[src/verilog/issr_defs.svh]
`ifndef ISSR_DEFS_SVH
`define ISSR_DEFS_SVH

// Register byte offsets
`define ISSR_OFS_STB 12'h000
`define ISSR_OFS_SRE 12'h004
`define ISSR_OFS_ESR 12'h008
`define ISSR_OFS_ESE 12'h00C
`define ISSR_OFS_ESRB 12'h010
`define ISSR_OFS_ESEB 12'h014
`define ISSR_OFS_ERRQ 12'h018
`define ISSR_OFS_KEY 12'h01C
`define ISSR_OFS_CTRL 12'h020
`define ISSR_OFS_STAT 12'h024

// Status byte bit positions
`define ISSR_STB_ESB 2
`define ISSR_STB_ERR 3
`define ISSR_STB_ESA 5

// Event status bit positions
`define ISSR_ESR_CTL 1
`define ISSR_ESR_SYN 5
`define ISSR_ESR_KEY 6

// Control register fields
`define ISSR_CTRL_REMOTE 0
`define ISSR_CTRL_CLS 1

// Knob code decoding
`define ISSR_KNOB_LIMIT (-400)
`define ISSR_KNOB_BIAS 32768

// Reset values and error queue depth
`define ISSR_RST_BYTE 8'h00
`define ISSR_ERRQ_DEPTH 20

`endif

[src/verilog/issr_pkg.sv]
package issr_pkg;
	typedef logic [7:0] issr_byte_t;
	typedef logic signed [15:0] issr_code_t;
	typedef enum logic [1:0]
	{
		ISSR_IDLE = 2'b00,
		ISSR_ACCESS = 2'b01
	} issr_apb_st_t;
endpackage

[src/verilog/issr_evt_if.sv]
interface issr_evt_if;
	logic [7:0] set_bits;
	logic rd_clr;
	logic cls;
	logic [7:0] mask;
	logic [7:0] latched;
	logic summary;
	modport owner
	(
		input set_bits,
		input rd_clr,
		input cls,
		input mask,
		output latched,
		output summary
	);
	modport user
	(
		output set_bits,
		output rd_clr,
		output cls,
		output mask,
		input latched,
		input summary
	);
endinterface

[src/verilog/issr_top.sv]
// Overview of operation
// Status byte bit 3 is set while the error queue holds any entry.
// The service request mask has one enable bit per status byte bit.
// A set and enabled status byte bit drives the service request pin and indicator; bit 3 does so only once an entry arrives while it is enabled.
// An error queue request clears only by disabling, re-enabling or emptying.
// Status byte bit 5 summarizes enabled set bits of the event status register.
// Event bit 1 latches a bus control request, bit 6 a front panel key.
// A second event register with its own mask summarizes into status bit 2.
// Event bit 5 latches a syntax error; mask value 32 selects only it.
// Reading an event register clears its latched bits.
// Key codes are non-negative, knob counts negative with ccw offset by 32768.
// In remote mode a key is only reported and its normal function suppressed.
// Event registers are 8 bits, latch at onset, clear on read or clear status.
// The error queue keeps up to 20 entries until read out or preset.
// The service request falls as soon as no bit is both set and enabled.
//
// Added by the designer: the APB register port and the placing of the registers.
`include "issr_defs.svh"

module issr_top
#(
	parameter int ERRQ_DEPTH = `ISSR_ERRQ_DEPTH
)
(
	// APB slave
	input wire logic pclk,
	input wire logic presetn,
	input wire logic psel,
	input wire logic penable,
	input wire logic pwrite,
	input wire logic [11:0] paddr,
	input wire logic [31:0] pwdata,
	output logic [31:0] prdata,
	output logic pready,
	output logic pslverr,
	// Instrument events, pins from outside
	input wire logic err_push,
	input wire logic ctl_req,
	input wire logic syntax_err,
	input wire logic key_press,
	input wire logic [15:0] key_code,
	input wire logic [7:0] evb_set,
	input wire logic preset_cmd,
	// Service request and front panel
	output logic srq_n_o,
	output logic srq_n_oe,
	output logic svc_led,
	output logic key_local
);
	// ------------------------------------------------------------
	// Pin synchronisers
	// ------------------------------------------------------------
	localparam int NS = 12;
	logic [NS-1:0] raw;
	logic [NS-1:0] s1_q, s2_q, s3_q, in_q;
	logic [15:0] kc1_q, kc2_q, kc3_q;

	assign raw = {evb_set, preset_cmd, key_press, syntax_err, ctl_req};

	// A change counts once the second and third stages agree
	always_ff @(posedge pclk or negedge presetn)
	begin
		if (!presetn)
		begin
			s1_q <= '0;
			s2_q <= '0;
			s3_q <= '0;
			in_q <= '0;
		end
		else
		begin
			s1_q <= raw;
			s2_q <= s1_q;
			s3_q <= s2_q;
			for (int i = 0; i < NS; i++)
				if (s2_q[i] == s3_q[i])
					in_q[i] <= s3_q[i];
		end
	end

	// Key code is steady long before the strobe is seen; no agreement check
	always_ff @(posedge pclk or negedge presetn)
	begin
		if (!presetn)
		begin
			kc1_q <= 16'h0000;
			kc2_q <= 16'h0000;
			kc3_q <= 16'h0000;
		end
		else
		begin
			kc1_q <= key_code;
			kc2_q <= kc1_q;
			kc3_q <= kc2_q;
		end
	end

	logic e_s1_q, e_s2_q, e_s3_q, e_q, e_prev_q, err_pulse;
	always_ff @(posedge pclk or negedge presetn)
	begin
		if (!presetn)
		begin
			e_s1_q <= 1'b0;
			e_s2_q <= 1'b0;
			e_s3_q <= 1'b0;
			e_q <= 1'b0;
			e_prev_q <= 1'b0;
		end
		else
		begin
			e_s1_q <= err_push;
			e_s2_q <= e_s1_q;
			e_s3_q <= e_s2_q;
			if (e_s2_q == e_s3_q)
				e_q <= e_s3_q;
			e_prev_q <= e_q;
		end
	end
	assign err_pulse = e_q & ~e_prev_q;

	logic preset_s, key_s, prev_key_q, key_pulse;
	assign preset_s = in_q[3];
	assign key_s = in_q[2];
	assign key_pulse = key_s & ~prev_key_q;

	always_ff @(posedge pclk or negedge presetn)
	begin
		if (!presetn)
			prev_key_q <= 1'b0;
		else
			prev_key_q <= key_s;
	end

	// ------------------------------------------------------------
	// APB decode
	// ------------------------------------------------------------
	logic wr_en, rd_en, rd_setup, mapped;
	assign wr_en = psel && penable && pwrite;
	assign rd_en = psel && penable && !pwrite;
	assign rd_setup = psel && !penable && !pwrite;

	function automatic logic is_ofs(input logic [11:0] a,
		input logic [11:0] o);
		is_ofs = (a == o);
	endfunction

	assign mapped = is_ofs(paddr, `ISSR_OFS_STB) ||
		is_ofs(paddr, `ISSR_OFS_SRE) || is_ofs(paddr, `ISSR_OFS_ESR) ||
		is_ofs(paddr, `ISSR_OFS_ESE) || is_ofs(paddr, `ISSR_OFS_ESRB) ||
		is_ofs(paddr, `ISSR_OFS_ESEB) || is_ofs(paddr, `ISSR_OFS_ERRQ) ||
		is_ofs(paddr, `ISSR_OFS_KEY) || is_ofs(paddr, `ISSR_OFS_CTRL) ||
		is_ofs(paddr, `ISSR_OFS_STAT);

	// ------------------------------------------------------------
	// Control registers
	// ------------------------------------------------------------
	issr_pkg::issr_byte_t sre_q, ese_q, eseb_q;
	logic remote_q, cls;
	assign cls = wr_en && is_ofs(paddr, `ISSR_OFS_CTRL) &&
		pwdata[`ISSR_CTRL_CLS];

	always_ff @(posedge pclk or negedge presetn)
	begin
		if (!presetn)
		begin
			sre_q <= `ISSR_RST_BYTE;
			ese_q <= `ISSR_RST_BYTE;
			eseb_q <= `ISSR_RST_BYTE;
			remote_q <= 1'b0;
		end
		else if (wr_en)
		begin
			if (is_ofs(paddr, `ISSR_OFS_SRE))
				sre_q <= pwdata[7:0];
			if (is_ofs(paddr, `ISSR_OFS_ESE))
				ese_q <= pwdata[7:0];
			if (is_ofs(paddr, `ISSR_OFS_ESEB))
				eseb_q <= pwdata[7:0];
			if (is_ofs(paddr, `ISSR_OFS_CTRL))
				remote_q <= pwdata[`ISSR_CTRL_REMOTE];
		end
	end

	// ------------------------------------------------------------
	// Event status registers
	// ------------------------------------------------------------
	issr_evt_if eva();
	issr_evt_if evb();

	always_comb
	begin
		eva.set_bits = 8'h00;
		eva.set_bits[`ISSR_ESR_CTL] = in_q[0];
		eva.set_bits[`ISSR_ESR_SYN] = in_q[1];
		eva.set_bits[`ISSR_ESR_KEY] = key_s && remote_q;
	end
	// Clear on the edge that captures read data, so no bit is lost unseen
	assign eva.rd_clr = rd_setup && is_ofs(paddr, `ISSR_OFS_ESR);
	assign eva.cls = cls;
	assign eva.mask = ese_q;
	assign evb.set_bits = in_q[11:4];
	assign evb.rd_clr = rd_setup && is_ofs(paddr, `ISSR_OFS_ESRB);
	assign evb.cls = cls;
	assign evb.mask = eseb_q;

	issr_evt_reg u_eva
	(
		.pclk(pclk),
		.presetn(presetn),
		.ev(eva)
	);

	issr_evt_reg u_evb
	(
		.pclk(pclk),
		.presetn(presetn),
		.ev(evb)
	);

	// ------------------------------------------------------------
	// Error queue count
	// ------------------------------------------------------------
	// Only the fill level is kept; entry storage lives elsewhere
	logic [4:0] errq_cnt_q;
	logic errq_pop;
	assign errq_pop = rd_en && is_ofs(paddr, `ISSR_OFS_ERRQ) &&
		(errq_cnt_q != 5'h00);

	always_ff @(posedge pclk or negedge presetn)
	begin
		if (!presetn)
			errq_cnt_q <= 5'h00;
		else if (preset_s)
			errq_cnt_q <= 5'h00;
		else if (err_pulse && !errq_pop &&
			errq_cnt_q < 5'(ERRQ_DEPTH))
			errq_cnt_q <= errq_cnt_q + 5'h01;
		else if (errq_pop && !err_pulse)
			errq_cnt_q <= errq_cnt_q - 5'h01;
	end

	// ------------------------------------------------------------
	// Error service request
	// ------------------------------------------------------------
	// Raised only when an entry arrives with bit 3 enabled, so a mask
	// rewrite drops it even while entries remain in the queue
	logic sre_wr, err_add, err_en, err_srq_q;
	assign sre_wr = wr_en && is_ofs(paddr, `ISSR_OFS_SRE);
	assign err_add = err_pulse && (errq_cnt_q < 5'(ERRQ_DEPTH));
	assign err_en = sre_wr ? pwdata[`ISSR_STB_ERR] : sre_q[`ISSR_STB_ERR];

	// A new entry wins over a mask write or an empty queue
	always_ff @(posedge pclk or negedge presetn)
	begin
		if (!presetn)
			err_srq_q <= 1'b0;
		else if (err_add && err_en && !preset_s)
			err_srq_q <= 1'b1;
		else if (sre_wr || preset_s || errq_cnt_q == 5'h00)
			err_srq_q <= 1'b0;
	end

	// ------------------------------------------------------------
	// Status byte and service request
	// ------------------------------------------------------------
	issr_pkg::issr_byte_t stb, lvl_mask;
	logic srq;
	always_comb
	begin
		lvl_mask = sre_q;
		lvl_mask[`ISSR_STB_ERR] = 1'b0;
		stb = 8'h00;
		stb[`ISSR_STB_ERR] = errq_cnt_q != 5'h00;
		stb[`ISSR_STB_ESA] = eva.summary;
		stb[`ISSR_STB_ESB] = evb.summary;
	end
	// Bits 2 and 5 request service as levels, bit 3 through its latch
	assign srq = |(stb & lvl_mask) | err_srq_q;

	always_ff @(posedge pclk or negedge presetn)
	begin
		if (!presetn)
		begin
			srq_n_o <= 1'b1;
			srq_n_oe <= 1'b0;
			svc_led <= 1'b0;
		end
		else
		begin
			srq_n_o <= 1'b0;
			srq_n_oe <= srq;
			svc_led <= srq;
		end
	end

	// ------------------------------------------------------------
	// Key code reply
	// ------------------------------------------------------------
	issr_pkg::issr_code_t key_q;
	always_ff @(posedge pclk or negedge presetn)
	begin
		if (!presetn)
		begin
			key_q <= 16'sh0000;
			key_local <= 1'b0;
		end
		else
		begin
			if (key_pulse && remote_q)
				key_q <= kc3_q;
			key_local <= key_pulse && !remote_q;
		end
	end

	// ------------------------------------------------------------
	// Read data
	// ------------------------------------------------------------
	always_ff @(posedge pclk or negedge presetn)
	begin
		if (!presetn)
			prdata <= 32'h0000_0000;
		else if (psel && !penable && !pwrite)
		begin
			case (paddr)
				`ISSR_OFS_STB: prdata <= {24'h0, stb};
				`ISSR_OFS_SRE: prdata <= {24'h0, sre_q};
				`ISSR_OFS_ESR: prdata <= {24'h0, eva.latched};
				`ISSR_OFS_ESE: prdata <= {24'h0, ese_q};
				`ISSR_OFS_ESRB: prdata <= {24'h0, evb.latched};
				`ISSR_OFS_ESEB: prdata <= {24'h0, eseb_q};
				`ISSR_OFS_ERRQ: prdata <= {27'h0, errq_cnt_q};
				`ISSR_OFS_KEY: prdata <= {{16{key_q[15]}}, key_q};
				`ISSR_OFS_CTRL: prdata <= {31'h0, remote_q};
				`ISSR_OFS_STAT: prdata <= {31'h0, srq};
				default: prdata <= 32'h0000_0000;
			endcase
		end
	end

	// Zero wait state slave; unmapped addresses answer with an error
	always_ff @(posedge pclk or negedge presetn)
	begin
		if (!presetn)
		begin
			pready <= 1'b0;
			pslverr <= 1'b0;
		end
		else
		begin
			pready <= psel && !penable;
			pslverr <= psel && !penable && !mapped;
		end
	end
endmodule

[src/verilog/issr_evt_reg.sv]
`include "issr_defs.svh"

module issr_evt_reg
(
	// Clock and reset
	input wire logic pclk,
	input wire logic presetn,
	// Event register access
	issr_evt_if.owner ev
);
	logic [7:0] prev_q;
	logic [7:0] lat_q;
	logic [7:0] onset;

	assign onset = ev.set_bits & ~prev_q;

	always_ff @(posedge pclk or negedge presetn)
	begin
		if (!presetn)
			prev_q <= `ISSR_RST_BYTE;
		else
			prev_q <= ev.set_bits;
	end

	// Onset wins over a clear in the same cycle
	always_ff @(posedge pclk or negedge presetn)
	begin
		if (!presetn)
			lat_q <= `ISSR_RST_BYTE;
		else if (ev.rd_clr || ev.cls)
			lat_q <= onset;
		else
			lat_q <= lat_q | onset;
	end

	assign ev.latched = lat_q;
	assign ev.summary = |(lat_q & ev.mask);
endmodule

[config.mk]
export PLATFORM = sky130hd
export DESIGN_NAME = issr_top
export DESIGN_NICKNAME = d
export VERILOG_FILES = /design/src/verilog/issr_pkg.sv /design/src/verilog/issr_evt_if.sv /design/src/verilog/issr_top.sv /design/src/verilog/issr_evt_reg.sv
export VERILOG_INCLUDE_DIRS = /design/src /design/src/verilog
export SDC_FILE = /design/constraint.sdc
export NUM_CORES = 1
export LEC_CHECK = 0
export BUFFER_PORTS_ARGS = -buffer_cell sky130_fd_sc_hd__buf_2
export CORE_UTILIZATION = 55
export CTS_CLUSTER_SIZE = 25
export DETAILED_ROUTE_END_ITERATION = 16
export HOLD_SLACK_MARGIN = 0.08
export PLACE_DENSITY = 0.78
export SKIP_CTS_REPAIR_TIMING = 1
export SLEW_MARGIN = 20
export SYNTH_ARGS = -nofsm -noshare
export SYNTH_HDL_FRONTEND = slang
export SYNTH_SLANG_ARGS = --single-unit
[constraint.sdc]
create_clock -name pclk -period 2.9 [get_ports pclk]
set_clock_uncertainty 0.15 [all_clocks]
set_input_delay 0.29 -clock pclk [delete_from_list [all_inputs] [get_ports pclk]]
set_output_delay 0.29 -clock pclk [all_outputs]
set_load 0.05 [all_outputs]
==> run metrics <==
outcome=completed; fin crit share=between 90% and 100%; layout cells sized above 1=32.9%; Setup crit end kind=register; aggregate global-route resource usage=a little under a quarter; Initial Util=between 50% and 60%; layout net count=a little over 700; H-tree Lvls=4; fill count=about 800; min Tclk post-route=about 2.7 ns; actual slew at the worst max-slew pin=approximately 0.90 ns; Layout area overhead=25.4%; leakage=4.26 nW; total grt overflow=0; XOR/XNOR share of the synthesized area=0.249%; Post-Synth Simple-Gate Area=around a tenth; Vias/cell=between 5 and 6; crit path launch type=register; critical path data arrival time=2.95 ns; EDFF count, synth=0; cell area after layout=between 8000 and 9000 um2; post-DP HPWL=approximately 9.9 mm; die area=13,300 um2; largest net degree at the start of global routing=87; largest family of logic cells by synthesized area=simple AND/OR/NAND/NOR gates; input/output buffers=91; root buffer cell=clkbuf_16; Detailed Route WL=about 15 mm; first-pass detailed-route iteration total=5; post-synthesis adder-cell area fraction=about 2.8%; Tot Pwr=roughly 6.1 mW; RSZ-0062 raised after global routing=false; Placed Area=about 7700 um2; chip height=about 120 um; # rows=40; Peak supply drop=0.000684 V; initial antenna violation count=0; Yosys reg bits=between 150 and 200; Final setup viols=0; ys async rst share=100%; Crit Path Class=register to register; setup TNS=0 ns; commonest non-fill, non-tap cells in the layout=dfrtp_1, buf_2, mux2_2, nand2_1, dlygate4sd3_1; Inserted Clock Buffers=17; count of cell types in the netlist=63; sequential area share after synthesis=roughly 70%; Die Width=115 um; Sink Count=192; Placed Cells=744; crit path max fanout=6; io pins=about 120; Power Density=around 700 nW/um2; via count=~4.5k; CTS Buffer Depth=2; Crit path required time=about 3.1 ns; Sequential Area=between 4000 and 5000 um2; fin cells=roughly 800; setup ws final=about 0.17 ns; mapped cell area=just over 7000 um2; Reg clk slew, reported paths=~0.07 ns; commonest non-fill, non-tap cell in the layout=dfrtp_1; GPL Wtd Cong=roughly 0.85; post-route ant nets=0; Synth Area in Compound Gates=around 6.5%; slew margin rel.=roughly 40%; CORE AREA=12,300 um2; Initial DRC Count=~270; Yosys warnings=0; final hold vios=0; post-synthesis mux area share=8.96%; top_reg_cell synth=dfrtp_1; DRC errors left=0; max-cap viol count=0; clk_lat worst skew=between 0.4 and 0.5 ns; Cells after Synth=~490; achievable frequency=around 0.37 GHz; vias in the first global route=4,374; Post-Syn Nets=~580; first-pass GRT wire length=22.8 mm; syn_area_per_cell=14.3 um2; HP Class=primary input to register; Placement Setup Slack=0.107 ns; Multi-input gate area=2020 um2; max-slew violation count=0; routed len/inst=18.3 um; diode count=0; CTS tree=built
[per-layer routing]
| layer | global-route usage [%] | wire, um | vias to the layer above |
|---|---|---|---|
| li1 | - | - | 2020 |
| met3 | 6.43 | 928 | 30 |
| met4 | 9.35 | 317 | 0 |
| met1 | 32.9 | 6450 | 2264 |
| met5 | 0 | 0 | - |
| met2 | 36.3 | 7250 | 167 |
[stage by stage]
| stage | utilization (%) | hold slack, ns |
|---|---|---|
| after global placement | 62.9 | 0.182 |
| after CTS | 68.6 | -0.228 |
| final | 72.0 | 0.157 |
| after floorplan | - | -0.156 |
| after detailed placement | 62.9 | 0.185 |
| after global routing | 72.0 | 0.143 |
[cell families after synthesis]
group,count (synthesis)
AND/OR/NAND/NOR,119
multiplexers,55
AO/OA/AOI/OAI,62
other,1
flip-flops,192
XOR/XNOR,2
adder cells (fa/ha/maj),18
buffers and inverters,45
[cell type report]
type / instances / share of cell area (%)
Sequential cell: 192 / 54.4
Inverter: 17 / 0.723
Clock buffer: 20 / 5.06
Clock inverter: 12 / 2.86
Multi-Input combinational cell: 257 / 22.8
Tap cell: 168 / 2.38
Timing Repair Buffer: 150 / 11.7
[worst max-delay path, stage by stage (launching register included)]
cell and delay [ns]:
dfrtp_1 0.47, o21a_1 0.22, nor2_1 0.16, a21bo_2 0.31, fa_1 0.42, a21o_1 0.21, a21oi_2 0.21, nand4_1 0.16
a211o_1 0.29, nand2_1 0.07
[report_power, final]
part           switching, mW  total [mW]  internal, mW  leakage [nW]
sequential            0.0817        2.89          2.81          2.36
clock                  0.976        2.71          1.74         0.341
combinational          0.292       0.549         0.257          1.56
total                   1.35        6.15          4.80          4.26
[sequential cells by signal (all words and copies together), names as in the netlist, 3 cells and up]
name	cells
u_evb.prev_q	8
key_q	16
kc2_q	16
sre_q	8
u_eva.ev.latched	3
u_evb.ev.latched	8
in_q	12
prdata	16
eseb_q	8
kc3_q	16
s1_q	12
kc1_q	16
u_eva.prev_q	3
ese_q	8
errq_cnt_q	5
s3_q	12
s2_q	12
[cell usage after synthesis (all sizes together), types with 5 or more instances]
master | instances | area [um2]
inv | 17 | 63.8
nand2 | 42 | 163
maj3 | 13 | 130
clkbuf | 9 | 33.8
a22oi | 6 | 45.0
mux2 | 51 | 578
nor3 | 5 | 30.0
o21ai | 16 | 80.1
nor2b | 6 | 37.5
a32oi | 5 | 43.8
nor2 | 13 | 48.8
nor4 | 7 | 95.1
nand3 | 14 | 70.1
a22o | 5 | 43.8
dfrtp | 191 | 4780
buf | 19 | 136
[path summary, 6_finish.rpt]
kind / startpoint / to / slack, ns / cells after the start
worst max-delay path: errq_cnt_q[2]$_DFFE_PN0P_ / errq_cnt_q[4]$_DFFE_PN0P_ / 0.17 / 9
worst max register to register: errq_cnt_q[2]$_DFFE_PN0P_ / errq_cnt_q[4]$_DFFE_PN0P_ / 0.17 / 9
max in group asynchronous: presetn / srq_n_o$_DFF_PN1_ / 1.52 / 3
worst min-delay path: psel / pslverr$_DFF_PN0_ / 0.16 / 3
min in group asynchronous: presetn / kc1_q[2]$_DFF_PN0_ / 0.32 / 2
worst min register to register: kc1_q[3]$_DFF_PN0_ / kc2_q[3]$_DFF_PN0_ / 0.20 / 0
(Power assumes the default switching activity.)
